`config.mk`:
```
export PLATFORM = sky130hd
export DESIGN_NAME = ais_top
export DESIGN_NICKNAME = d
export VERILOG_FILES = /design/src/include/ais_pkg.sv /design/src/rtl/ais_channel_decode.sv /design/src/rtl/ais_result_align.sv /design/src/rtl/ais_top.sv
export VERILOG_INCLUDE_DIRS = /design/src /design/src/include
export SDC_FILE = /design/constraint.sdc
export NUM_CORES = 1
export LEC_CHECK = 0
export BUFFER_PORTS_ARGS = -buffer_cell sky130_fd_sc_hd__buf_4
export CAP_MARGIN = 20
export CORE_UTILIZATION = 57
export CTS_BUF_LIST = sky130_fd_sc_hd__clkbuf_2 sky130_fd_sc_hd__clkbuf_4 sky130_fd_sc_hd__clkbuf_8
export CTS_CLUSTER_SIZE = 14
export DETAILED_ROUTE_END_ITERATION = 12
export HOLD_SLACK_MARGIN = 0.08
export PLACE_DENSITY = 0.86
export SLEW_MARGIN = 20
export SYNTH_ARGS = -nofsm -noshare
export SYNTH_HDL_FRONTEND = slang
export SYNTH_SLANG_ARGS = --single-unit
```
`constraint.sdc`:
```
create_clock -name clock_i -period 4.5 [get_ports clock_i]
set_input_delay 1.35 -clock clock_i [delete_from_list [all_inputs] [get_ports clock_i]]
set_output_delay 1.35 -clock clock_i [all_outputs]
set_load 0.1 [all_outputs]
```
`src/include/ais_params.svh`:
```
// offsets, field positions and reset values of the input and reference select block
// assumes an 8-bit register port with byte addresses as printed
`ifndef AIS_PARAMS_SVH
`define AIS_PARAMS_SVH

`define AIS_OFS_RESULT_LOW 8'h78
`define AIS_OFS_RESULT_HIGH 8'h79
`define AIS_OFS_CONTROL_A 8'h7A
`define AIS_OFS_CONTROL_B 8'h7B
`define AIS_OFS_INPUT_REF 8'h7C
`define AIS_OFS_STATUS 8'h7D

`define AIS_BIT_REF_HI 7
`define AIS_BIT_REF_LO 6
`define AIS_BIT_LEFT_ALIGN 5
`define AIS_BIT_CHAN_LOW_HI 4
`define AIS_BIT_CHAN_LOW_LO 0
`define AIS_BIT_CMP_MUX_EN 6
`define AIS_BIT_CHAN_HIGH 3
`define AIS_BIT_TRIG_HI 2
`define AIS_BIT_TRIG_LO 0
`define AIS_BIT_BUSY 6
`define AIS_BIT_DONE_FLAG 4
`define AIS_BIT_ST_BUSY 0
`define AIS_BIT_ST_REF_WARN 1
`define AIS_BIT_ST_RESERVED 2
`define AIS_BIT_ST_PENDING 3

`define AIS_RST_INPUT_REF 8'h00
`define AIS_RST_CONTROL_B 8'h00
`define AIS_RST_RESULT 10'h000
`define AIS_READ_UNMAPPED 8'h00

`endif

```
`src/include/ais_pkg.sv`:
```
// types shared by the input and reference select block
// no dependencies
package ais_pkg;

	typedef enum logic [1:0] {
		AIS_REF_EXTERNAL,
		AIS_REF_SUPPLY,
		AIS_REF_1V1,
		AIS_REF_2V56
	} ais_ref_t;

	typedef enum logic [2:0] {
		AIS_IN_NONE,
		AIS_IN_SINGLE,
		AIS_IN_DIFF,
		AIS_IN_BANDGAP,
		AIS_IN_GROUND
	} ais_kind_t;

	typedef enum logic [1:0] {
		AIS_GAIN_1X,
		AIS_GAIN_10X,
		AIS_GAIN_200X
	} ais_gain_t;

	typedef struct packed {
		ais_kind_t kind;
		logic [3:0] pos;
		logic [3:0] neg;
		ais_gain_t gain;
	} ais_route_t;

	typedef enum logic {
		AIS_ST_IDLE,
		AIS_ST_CONVERT
	} ais_state_t;

endpackage

```
`src/rtl/ais_channel_decode.sv`:
```
// decodes a 6-bit channel and gain code into a multiplexer route
// purely combinational; caller registers the result
`timescale 1ns/1ps
`default_nettype none

module ais_channel_decode (
	// code in
	input wire logic [5:0] code_i,
	// route out
	output ais_pkg::ais_route_t route_o
);

	always_comb begin
		route_o.kind = ais_pkg::AIS_IN_NONE;
		route_o.pos = 4'h0;
		route_o.neg = 4'h0;
		route_o.gain = ais_pkg::AIS_GAIN_1X;
		unique case (code_i[4:3])
			2'b00: begin
				route_o.kind = ais_pkg::AIS_IN_SINGLE;
				route_o.pos = {code_i[5], code_i[2:0]};
			end
			2'b01: begin
				route_o.kind = ais_pkg::AIS_IN_DIFF;
				route_o.gain = code_i[1] ? ais_pkg::AIS_GAIN_200X : ais_pkg::AIS_GAIN_10X;
				route_o.neg = {code_i[5], 1'b0, code_i[2], 1'b0};
				route_o.pos = {code_i[5], 1'b0, code_i[2], code_i[0]};
			end
			2'b10, 2'b11: begin
				if (code_i[3:0] == 4'hE) begin
					// high half of these codes is reserved
					route_o.kind = code_i[5] ? ais_pkg::AIS_IN_NONE : ais_pkg::AIS_IN_BANDGAP;
				end else if (code_i[3:0] == 4'hF) begin
					route_o.kind = code_i[5] ? ais_pkg::AIS_IN_NONE : ais_pkg::AIS_IN_GROUND;
				end else begin
					route_o.kind = ais_pkg::AIS_IN_DIFF;
					route_o.pos = {code_i[5], code_i[2:0]};
					route_o.neg = code_i[3] ? {code_i[5], 3'h2} : {code_i[5], 3'h1};
				end
			end
		endcase
	end

endmodule

`default_nettype wire

```
`src/rtl/ais_result_align.sv`:
```
// places a 10-bit conversion result into two readable bytes
// combinational; alignment bit comes straight from the live register
`timescale 1ns/1ps
`default_nettype none

module ais_result_align (
	// result and alignment
	input wire logic [9:0] result_i,
	input wire logic left_align_i,
	// bytes
	output logic [7:0] high_o,
	output logic [7:0] low_o
);

	always_comb begin
		if (left_align_i) begin
			high_o = result_i[9:2];
			low_o = {result_i[1:0], 6'h00};
		end else begin
			high_o = {6'h00, result_i[9:8]};
			low_o = result_i[7:0];
		end
	end

endmodule

`default_nettype wire

```
`src/rtl/ais_top.sv`:
```
// converter input, gain and reference selection with result presentation
// and a status flag for selection writes held off by an already running conversion
// assumes a sequencer on clock_i that pulses start and done, and a plain
// 8-bit register port whose read data appear one cycle after the strobe
//
// Operation
// - two-bit field picks converter reference source
// - reference change waits for running conversion
// - alignment bit changes readable result immediately
// - channel code is five low plus one high
// - low channel change waits for conversion end
// - low codes select single-ended inputs 0-15
// - gain and unity differential pair codes
// - codes route bandgap or ground single-ended
// - second control register field layout, rest zero
// - high channel change waits for conversion end
// - eight-input variant ignores high channel bit
// - done flag set when result updated
// - left or right result byte placement
`include "ais_params.svh"
`timescale 1ns/1ps
`default_nettype none

module ais_top #(
	parameter bit HAS_HIGH_INPUTS = 1'b1
) (
	// clock and reset
	input wire logic clock_i,
	input wire logic reset_i,
	// register port
	input wire logic [7:0] reg_addr_i,
	input wire logic [7:0] reg_wdata_i,
	input wire logic reg_write_i,
	input wire logic reg_read_i,
	output logic [7:0] reg_rdata_o,
	// conversion sequencer
	input wire logic conv_start_i,
	input wire logic conv_done_i,
	input wire logic [9:0] conv_result_i,
	// analog front end controls
	output ais_pkg::ais_ref_t reference_select_o,
	output logic internal_ref_enable_o,
	output ais_pkg::ais_route_t route_o,
	output logic [5:0] channel_gain_code_o,
	output logic comparator_mux_enable_o,
	output logic [2:0] trigger_source_select_o,
	// status
	output logic busy_o,
	output logic conversion_done_flag_o
);

	// software-visible registers
	logic [1:0] reference_select_q;
	logic result_left_align_q;
	logic [4:0] channel_select_low_q;
	logic channel_select_high_q;
	logic comparator_mux_enable_q;
	logic [2:0] trigger_source_select_q;
	logic conversion_done_flag_q;
	logic [9:0] result_q;
	logic [7:0] rdata_q;

	// conversion tracking and working copy
	ais_pkg::ais_state_t state_q;
	logic [1:0] active_ref_q;
	logic [5:0] active_code_q;
	ais_pkg::ais_ref_t ref_out_q;
	logic int_ref_on_q;
	ais_pkg::ais_route_t route_q;
	logic ref_warn_q;
	logic reserved_q;
	// run and held-off-write flags, kept as flops so no pin is a decode
	logic busy_q;
	logic pending_q;

	// decode helpers
	logic wr_input_ref;
	logic wr_control_b;
	logic wr_control_a;
	logic start_taken;
	logic done_taken;
	logic load_working;
	logic sel_written;
	logic route_diff;
	logic route_gained;
	logic ref_misuse;
	logic [5:0] reg_code;
	logic [5:0] next_code;
	logic [1:0] next_ref;
	ais_pkg::ais_route_t next_route;
	logic [7:0] res_high;
	logic [7:0] res_low;
	logic [7:0] control_a_rd;
	logic [7:0] control_b_rd;
	logic [7:0] input_ref_rd;
	logic [7:0] status_rd;
	logic [7:0] rdata_d;

	assign wr_input_ref = reg_write_i && (reg_addr_i == `AIS_OFS_INPUT_REF);
	assign wr_control_b = reg_write_i && (reg_addr_i == `AIS_OFS_CONTROL_B);
	assign wr_control_a = reg_write_i && (reg_addr_i == `AIS_OFS_CONTROL_A);
	assign sel_written = wr_input_ref || wr_control_b;

	// a start during a running conversion is ignored by this block
	assign start_taken = conv_start_i && (state_q == ais_pkg::AIS_ST_IDLE);
	assign done_taken = conv_done_i && (state_q == ais_pkg::AIS_ST_CONVERT);

	// high bit means nothing on the eight-input variant
	assign reg_code = {channel_select_high_q & HAS_HIGH_INPUTS, channel_select_low_q};

	// idle loads every cycle, so the start edge captures the live registers
	// working copy follows registers except while a conversion runs
	assign load_working = (state_q == ais_pkg::AIS_ST_IDLE) || done_taken;

	always_comb begin
		if (load_working) begin
			next_code = reg_code;
			next_ref = reference_select_q;
		end else begin
			next_code = active_code_q;
			next_ref = active_ref_q;
		end
	end

	ais_channel_decode u_decode (
		.code_i(next_code),
		.route_o(next_route)
	);

	ais_result_align u_align (
		.result_i(result_q),
		.left_align_i(result_left_align_q),
		.high_o(res_high),
		.low_o(res_low)
	);

	// conversion state
	always_ff @(posedge clock_i) begin
		if (reset_i) begin
			state_q <= ais_pkg::AIS_ST_IDLE;
		end else begin
			unique case (state_q)
				ais_pkg::AIS_ST_IDLE: begin
					if (start_taken) begin
						state_q <= ais_pkg::AIS_ST_CONVERT;
					end
				end
				ais_pkg::AIS_ST_CONVERT: begin
					if (done_taken) begin
						state_q <= ais_pkg::AIS_ST_IDLE;
					end
				end
			endcase
		end
	end

	// busy follows the same edges as the state
	always_ff @(posedge clock_i) begin
		if (reset_i) begin
			busy_q <= 1'b0;
		end else if (start_taken) begin
			busy_q <= 1'b1;
		end else if (done_taken) begin
			busy_q <= 1'b0;
		end
	end

	// a selection write held off by a running conversion;
	// it clears on the done edge, where the held value is taken
	always_ff @(posedge clock_i) begin
		if (reset_i) begin
			pending_q <= 1'b0;
		end else if (done_taken) begin
			pending_q <= 1'b0;
		end else if (busy_q && sel_written) begin
			pending_q <= 1'b1;
		end
	end

	// input and reference select register
	always_ff @(posedge clock_i) begin
		if (reset_i) begin
			reference_select_q <= 2'(`AIS_RST_INPUT_REF >> `AIS_BIT_REF_LO);
			result_left_align_q <= 1'b0;
			channel_select_low_q <= 5'h00;
		end else if (wr_input_ref) begin
			reference_select_q <= reg_wdata_i[`AIS_BIT_REF_HI:`AIS_BIT_REF_LO];
			result_left_align_q <= reg_wdata_i[`AIS_BIT_LEFT_ALIGN];
			channel_select_low_q <= reg_wdata_i[`AIS_BIT_CHAN_LOW_HI:`AIS_BIT_CHAN_LOW_LO];
		end
	end

	// second control register; unlisted bits are not stored
	always_ff @(posedge clock_i) begin
		if (reset_i) begin
			comparator_mux_enable_q <= 1'b0;
			channel_select_high_q <= 1'b0;
			trigger_source_select_q <= 3'h0;
		end else if (wr_control_b) begin
			comparator_mux_enable_q <= reg_wdata_i[`AIS_BIT_CMP_MUX_EN];
			channel_select_high_q <= reg_wdata_i[`AIS_BIT_CHAN_HIGH];
			trigger_source_select_q <= reg_wdata_i[`AIS_BIT_TRIG_HI:`AIS_BIT_TRIG_LO];
		end
	end

	// result is captured in the same cycle that raises the done flag
	always_ff @(posedge clock_i) begin
		if (reset_i) begin
			result_q <= `AIS_RST_RESULT;
		end else if (done_taken) begin
			result_q <= conv_result_i;
		end
	end

	// done flag: written one clears, a completion in the same cycle wins
	always_ff @(posedge clock_i) begin
		if (reset_i) begin
			conversion_done_flag_q <= 1'b0;
		end else if (done_taken) begin
			conversion_done_flag_q <= 1'b1;
		end else if (wr_control_a && reg_wdata_i[`AIS_BIT_DONE_FLAG]) begin
			conversion_done_flag_q <= 1'b0;
		end
	end

	// working copy of reference and channel code
	always_ff @(posedge clock_i) begin
		if (reset_i) begin
			active_ref_q <= 2'h0;
			active_code_q <= 6'h00;
		end else begin
			active_ref_q <= next_ref;
			active_code_q <= next_code;
		end
	end

	// analog controls registered from the working copy
	always_ff @(posedge clock_i) begin
		if (reset_i) begin
			ref_out_q <= ais_pkg::AIS_REF_EXTERNAL;
			int_ref_on_q <= 1'b0;
		end else begin
			ref_out_q <= ais_pkg::ais_ref_t'(next_ref);
			int_ref_on_q <= next_ref[1];
		end
	end

	always_ff @(posedge clock_i) begin
		if (reset_i) begin
			route_q <= '{kind: ais_pkg::AIS_IN_SINGLE, pos: 4'h0, neg: 4'h0,
				gain: ais_pkg::AIS_GAIN_1X};
		end else begin
			route_q <= next_route;
		end
	end

	// software is meant to avoid these mixes; the flag only reports them
	assign route_diff = (next_route.kind == ais_pkg::AIS_IN_DIFF);
	assign route_gained = (next_route.gain != ais_pkg::AIS_GAIN_1X);
	assign ref_misuse = route_diff
		&& ((next_ref == 2'h2) || (route_gained && (next_ref != 2'h3)));

	// misuse indications: bad reference for the chosen gain, or reserved code
	always_ff @(posedge clock_i) begin
		if (reset_i) begin
			ref_warn_q <= 1'b0;
			reserved_q <= 1'b0;
		end else begin
			ref_warn_q <= ref_misuse;
			reserved_q <= (next_route.kind == ais_pkg::AIS_IN_NONE);
		end
	end

	// readback images
	always_comb begin
		input_ref_rd = 8'h00;
		input_ref_rd[`AIS_BIT_REF_HI:`AIS_BIT_REF_LO] = reference_select_q;
		input_ref_rd[`AIS_BIT_LEFT_ALIGN] = result_left_align_q;
		input_ref_rd[`AIS_BIT_CHAN_LOW_HI:`AIS_BIT_CHAN_LOW_LO] = channel_select_low_q;
	end

	always_comb begin
		control_b_rd = 8'h00;
		control_b_rd[`AIS_BIT_CMP_MUX_EN] = comparator_mux_enable_q;
		control_b_rd[`AIS_BIT_CHAN_HIGH] = channel_select_high_q;
		control_b_rd[`AIS_BIT_TRIG_HI:`AIS_BIT_TRIG_LO] = trigger_source_select_q;
	end

	always_comb begin
		control_a_rd = 8'h00;
		control_a_rd[`AIS_BIT_BUSY] = busy_q;
		control_a_rd[`AIS_BIT_DONE_FLAG] = conversion_done_flag_q;
	end

	always_comb begin
		status_rd = 8'h00;
		status_rd[`AIS_BIT_ST_BUSY] = busy_q;
		status_rd[`AIS_BIT_ST_REF_WARN] = ref_warn_q;
		status_rd[`AIS_BIT_ST_RESERVED] = reserved_q;
		status_rd[`AIS_BIT_ST_PENDING] = pending_q;
	end

	// read mux; result bytes use the live alignment bit
	always_comb begin
		rdata_d = `AIS_READ_UNMAPPED;
		if (reg_read_i) begin
			unique case (reg_addr_i)
				`AIS_OFS_RESULT_LOW: rdata_d = res_low;
				`AIS_OFS_RESULT_HIGH: rdata_d = res_high;
				`AIS_OFS_CONTROL_A: rdata_d = control_a_rd;
				`AIS_OFS_CONTROL_B: rdata_d = control_b_rd;
				`AIS_OFS_INPUT_REF: rdata_d = input_ref_rd;
				`AIS_OFS_STATUS: rdata_d = status_rd;
				default: rdata_d = `AIS_READ_UNMAPPED;
			endcase
		end
	end

	// read data valid only in the cycle after the strobe
	always_ff @(posedge clock_i) begin
		if (reset_i) begin
			rdata_q <= `AIS_READ_UNMAPPED;
		end else begin
			rdata_q <= rdata_d;
		end
	end

	// every pin below is a flop; none is decoded on the way out
	assign reg_rdata_o = rdata_q;
	assign reference_select_o = ref_out_q;
	assign internal_ref_enable_o = int_ref_on_q;
	assign route_o = route_q;
	assign channel_gain_code_o = active_code_q;
	assign comparator_mux_enable_o = comparator_mux_enable_q;
	assign trigger_source_select_o = trigger_source_select_q;
	assign busy_o = busy_q;
	assign conversion_done_flag_o = conversion_done_flag_q;

endmodule

`default_nettype wire

```
==> impl_metrics.env <==
export IMPL_outcome="finished, final reports clean"
export IMPL_antenna_left=0
export IMPL_finalInstanceArea_um2=3060
export IMPL_syn_inst=257
export IMPL_synth_compound_area_share_pct=13.4
export IMPL_grt_util_met2_pct=41.3
export IMPL_h_tree_depth=3
export IMPL_hold_path_class="flop to flop"
export IMPL_placedInstanceArea_um2=2860
export IMPL_synthMuxAreaShare_pct=13.2
export IMPL_period_share_pct=67.2
export IMPL_seq_area_frac_synth_pct=47.8
export IMPL_synthTopCellsByArea="dfxtp_1, mux2i_1, a21oi_1"
export IMPL_die_w_um=66.7
export IMPL_clock_fmax_mhz=331
export IMPL_finalSetupViolations=0
export IMPL_synth_top_family_by_area="simple AND/OR/NAND/NOR gates"
export IMPL_nNetsFinal=347
export IMPL_syn_num_nets=289
export IMPL_rsz0062_at_grt="false"
export IMPL_core_um2=4000
export IMPL_start_util_pct=59.6
export IMPL_drt_iter0_drc=127
export IMPL_clk_pin_slew_ps=60
export IMPL_hp_start="result_q[0]"
export IMPL_grt_pass1_wl_um=8470
export IMPL_totalWireLength_um=5480
export IMPL_portBuffers=66
export IMPL_end_kind="flop"
export IMPL_yosysMostFrequentCell="dfxtp_1"
export IMPL_rows=23
export IMPL_synth_top_flop_cell="dfxtp_1"
export IMPL_power_density_nw_per_um2=351
export IMPL_antenna_found_initial=0
export IMPL_holdPathEnd="result_q[0]"
export IMPL_report_final_slew_viol_count=0
export IMPL_drc_errors=0
export IMPL_yosysTopAreaCellShare_pct=47.8
export IMPL_cts_resized=0
export IMPL_r2r_end="reserved_q"
export IMPL_clock_root_buffer="clkbuf_8"
export IMPL_reg2regPathDepth=4
export IMPL_num_io_pins=68
export IMPL_synth_simple_gate_area_share_pct=21.0
export IMPL_synthAdderAreaFrac_pct=0
export IMPL_yosysUniqueCellTypes=50
export IMPL_gp_congestion=0.879
export IMPL_max_cap_viol_count=0
export IMPL_netlist_area_um2=2390
export IMPL_layout_drive_gt1_share_pct=29.4
export IMPL_vias_per_cell=5.66
export IMPL_grt_busiest_layer="met2"
export IMPL_instances_no_fill=370
export IMPL_gr_total_overflow=0
export IMPL_layout_area_overhead_vs_synth_pct=28.2
export IMPL_total_leakage_power_nw=1.20
export IMPL_r2r_slack_ps=2190
export IMPL_grt_max_degree=44
export IMPL_die_h_um=66.7
export IMPL_clock_skew_ps=9.09
export IMPL_synth_top_area_cell="dfxtp_1"
export IMPL_clock_latency_ps=340
export IMPL_grt_use_met3_pct=8.73
export IMPL_ys_seq_elements=57
export IMPL_clock_path_buffers=2
export IMPL_worst_setup_path_type="primary input to flop"
export IMPL_grt_pass1_vias=1841
export IMPL_hold_depth=2
export IMPL_vias=2093
export IMPL_vdd_ir_drop_max_uv=229
export IMPL_place_hpwl_um=3800
export IMPL_cts_buffers=9
export IMPL_met1_usage_pct=33.5
export IMPL_cts_tree="built"
export IMPL_yosysWarnings=0
export IMPL_fin_setup_tns_ps=0
export IMPL_yosys_area_share_xor_xnor_pct=0
export IMPL_place_inst=354
export IMPL_ctsHoldBuffers=0
export IMPL_worstMarginPinSlew_ps=784
export IMPL_cts_sinks=57
export IMPL_synth_edf_count=0
export IMPL_max_slew_margin_rel_pct=47.5
export IMPL_antenna_cells=0
export IMPL_post_cts_buffers=0
export IMPL_cp_required_ps=4780
export IMPL_grt_usage_pct=26.7
export IMPL_whs_ps=476
export IMPL_r2r_start="state_q"
export IMPL_cp_max_fo=14
export IMPL_syn_avg_cell_area_um2=9.28
export IMPL_async_reset_ff_share_pct=0
export IMPL_p_total_mw=1.07
export IMPL_fin_crit_ps=3020
export IMPL_die_area_um2=4450
export IMPL_netlist_top_cells_count="dfxtp_1, nor2_1, nand2_1, a21oi_1, mux2i_1"
export IMPL_wire_per_inst_um=14.8
export IMPL_cp_start_kind="primary input"
export IMPL_finalHoldViolCount=0
export IMPL_dr_pass1_iters=4
export IMPL_arrival_ps=3310
critical path: stages:
cell     delay [ps]
buf_4           120
nor2b_2         620
mux2i_1         310
nor4_2          660
and3_1          240
placed cells by master, fill, tap and decap left out, drive strengths merged, types with 2 or more instances in the layout:
master and n:
buf 67, inv 3, a32oi 5, mux2 6, nor2 29, clkbuf 11
o21ai 3, nand3b 4, and3 4, clkinv 2, a22oi 2, nand3 3
or3b 3, o22a 2, clkinvlp 2, mux2i 24, nor3 12, nand2 28
a21oi 22, nor3b 2, nor2b 5, a211oi 2, dfxtp 57
how the worst max path moves through the flow:
stage	endpoint	start	slack, ps	cells past startpoint
floorplan	reference_select_o[1]	reference_select_o[1]	1780	1
global placement	route_o[12]	conv_done_i	1270	5
detailed placement	route_o[12]	conv_done_i	1150	5
CTS	route_o[12]	conv_done_i	1490	5
global route	route_o[12]	conv_done_i	1350	5
finish	reserved_q	conv_done_i	1480	5
power by group:
part / leakage [nW] / internal (mW) / switching, mW / total (mW)
Clock: 0.0987 / 0.275 / 0.202 / 0.477
Combinational: 0.641 / 0.0321 / 0.0500 / 0.0821
Sequential: 0.460 / 0.510 / 0.00512 / 0.515
Total: 1.20 / 0.817 / 0.257 / 1.07
routing by layer:
metal  share of wire (%)  vias up
li1                    -     1025
met1                  44      969
met2                  47       92
met3                 8.3        7
met4                 1.2        0
met5                   0        -
flip-flops by register name (all words and copies together), names as in the netlist:
signal,flops
reserved_q,1
reg_rdata_o,8
conversion_done_flag_o,1
channel_select_high_q,1
reference_select_q,2
route_o,12
ref_warn_q,1
result_left_align_q,1
channel_select_low_q,5
pending_q,1
comparator_mux_enable_o,1
state_q,1
trigger_source_select_o,3
reference_select_o,2
result_q,10
channel_gain_code_o,6
busy_o,1
through the flow:
| stage | worst slack [ps] | utilization [%] |
|---|---|---|
| floorplan | 1780 | - |
| global placement | 1270 | 71.5 |
| detailed placement | 1150 | 71.5 |
| CTS | 1490 | 76.5 |
| global route | 1350 | 76.5 |
| finish | 1480 | 76.5 |
cells by family after synthesis:
logic type / Yosys count
compound gates: 48
simple gates: 98
buf+inv: 23
other cells: 1
mux: 30
flops: 57
cell type report:
cell class | instances | area (µm²)
multi-input combinational | 177 | 1140
clock inverter | 5 | 55.1
tap | 50 | 62.6
clock buffer | 11 | 145
sequential | 57 | 1140
inverter | 3 | 11.3
timing repair buffer | 67 | 503
fill | 302 | 941
Power figures use the tool's default switching activity.
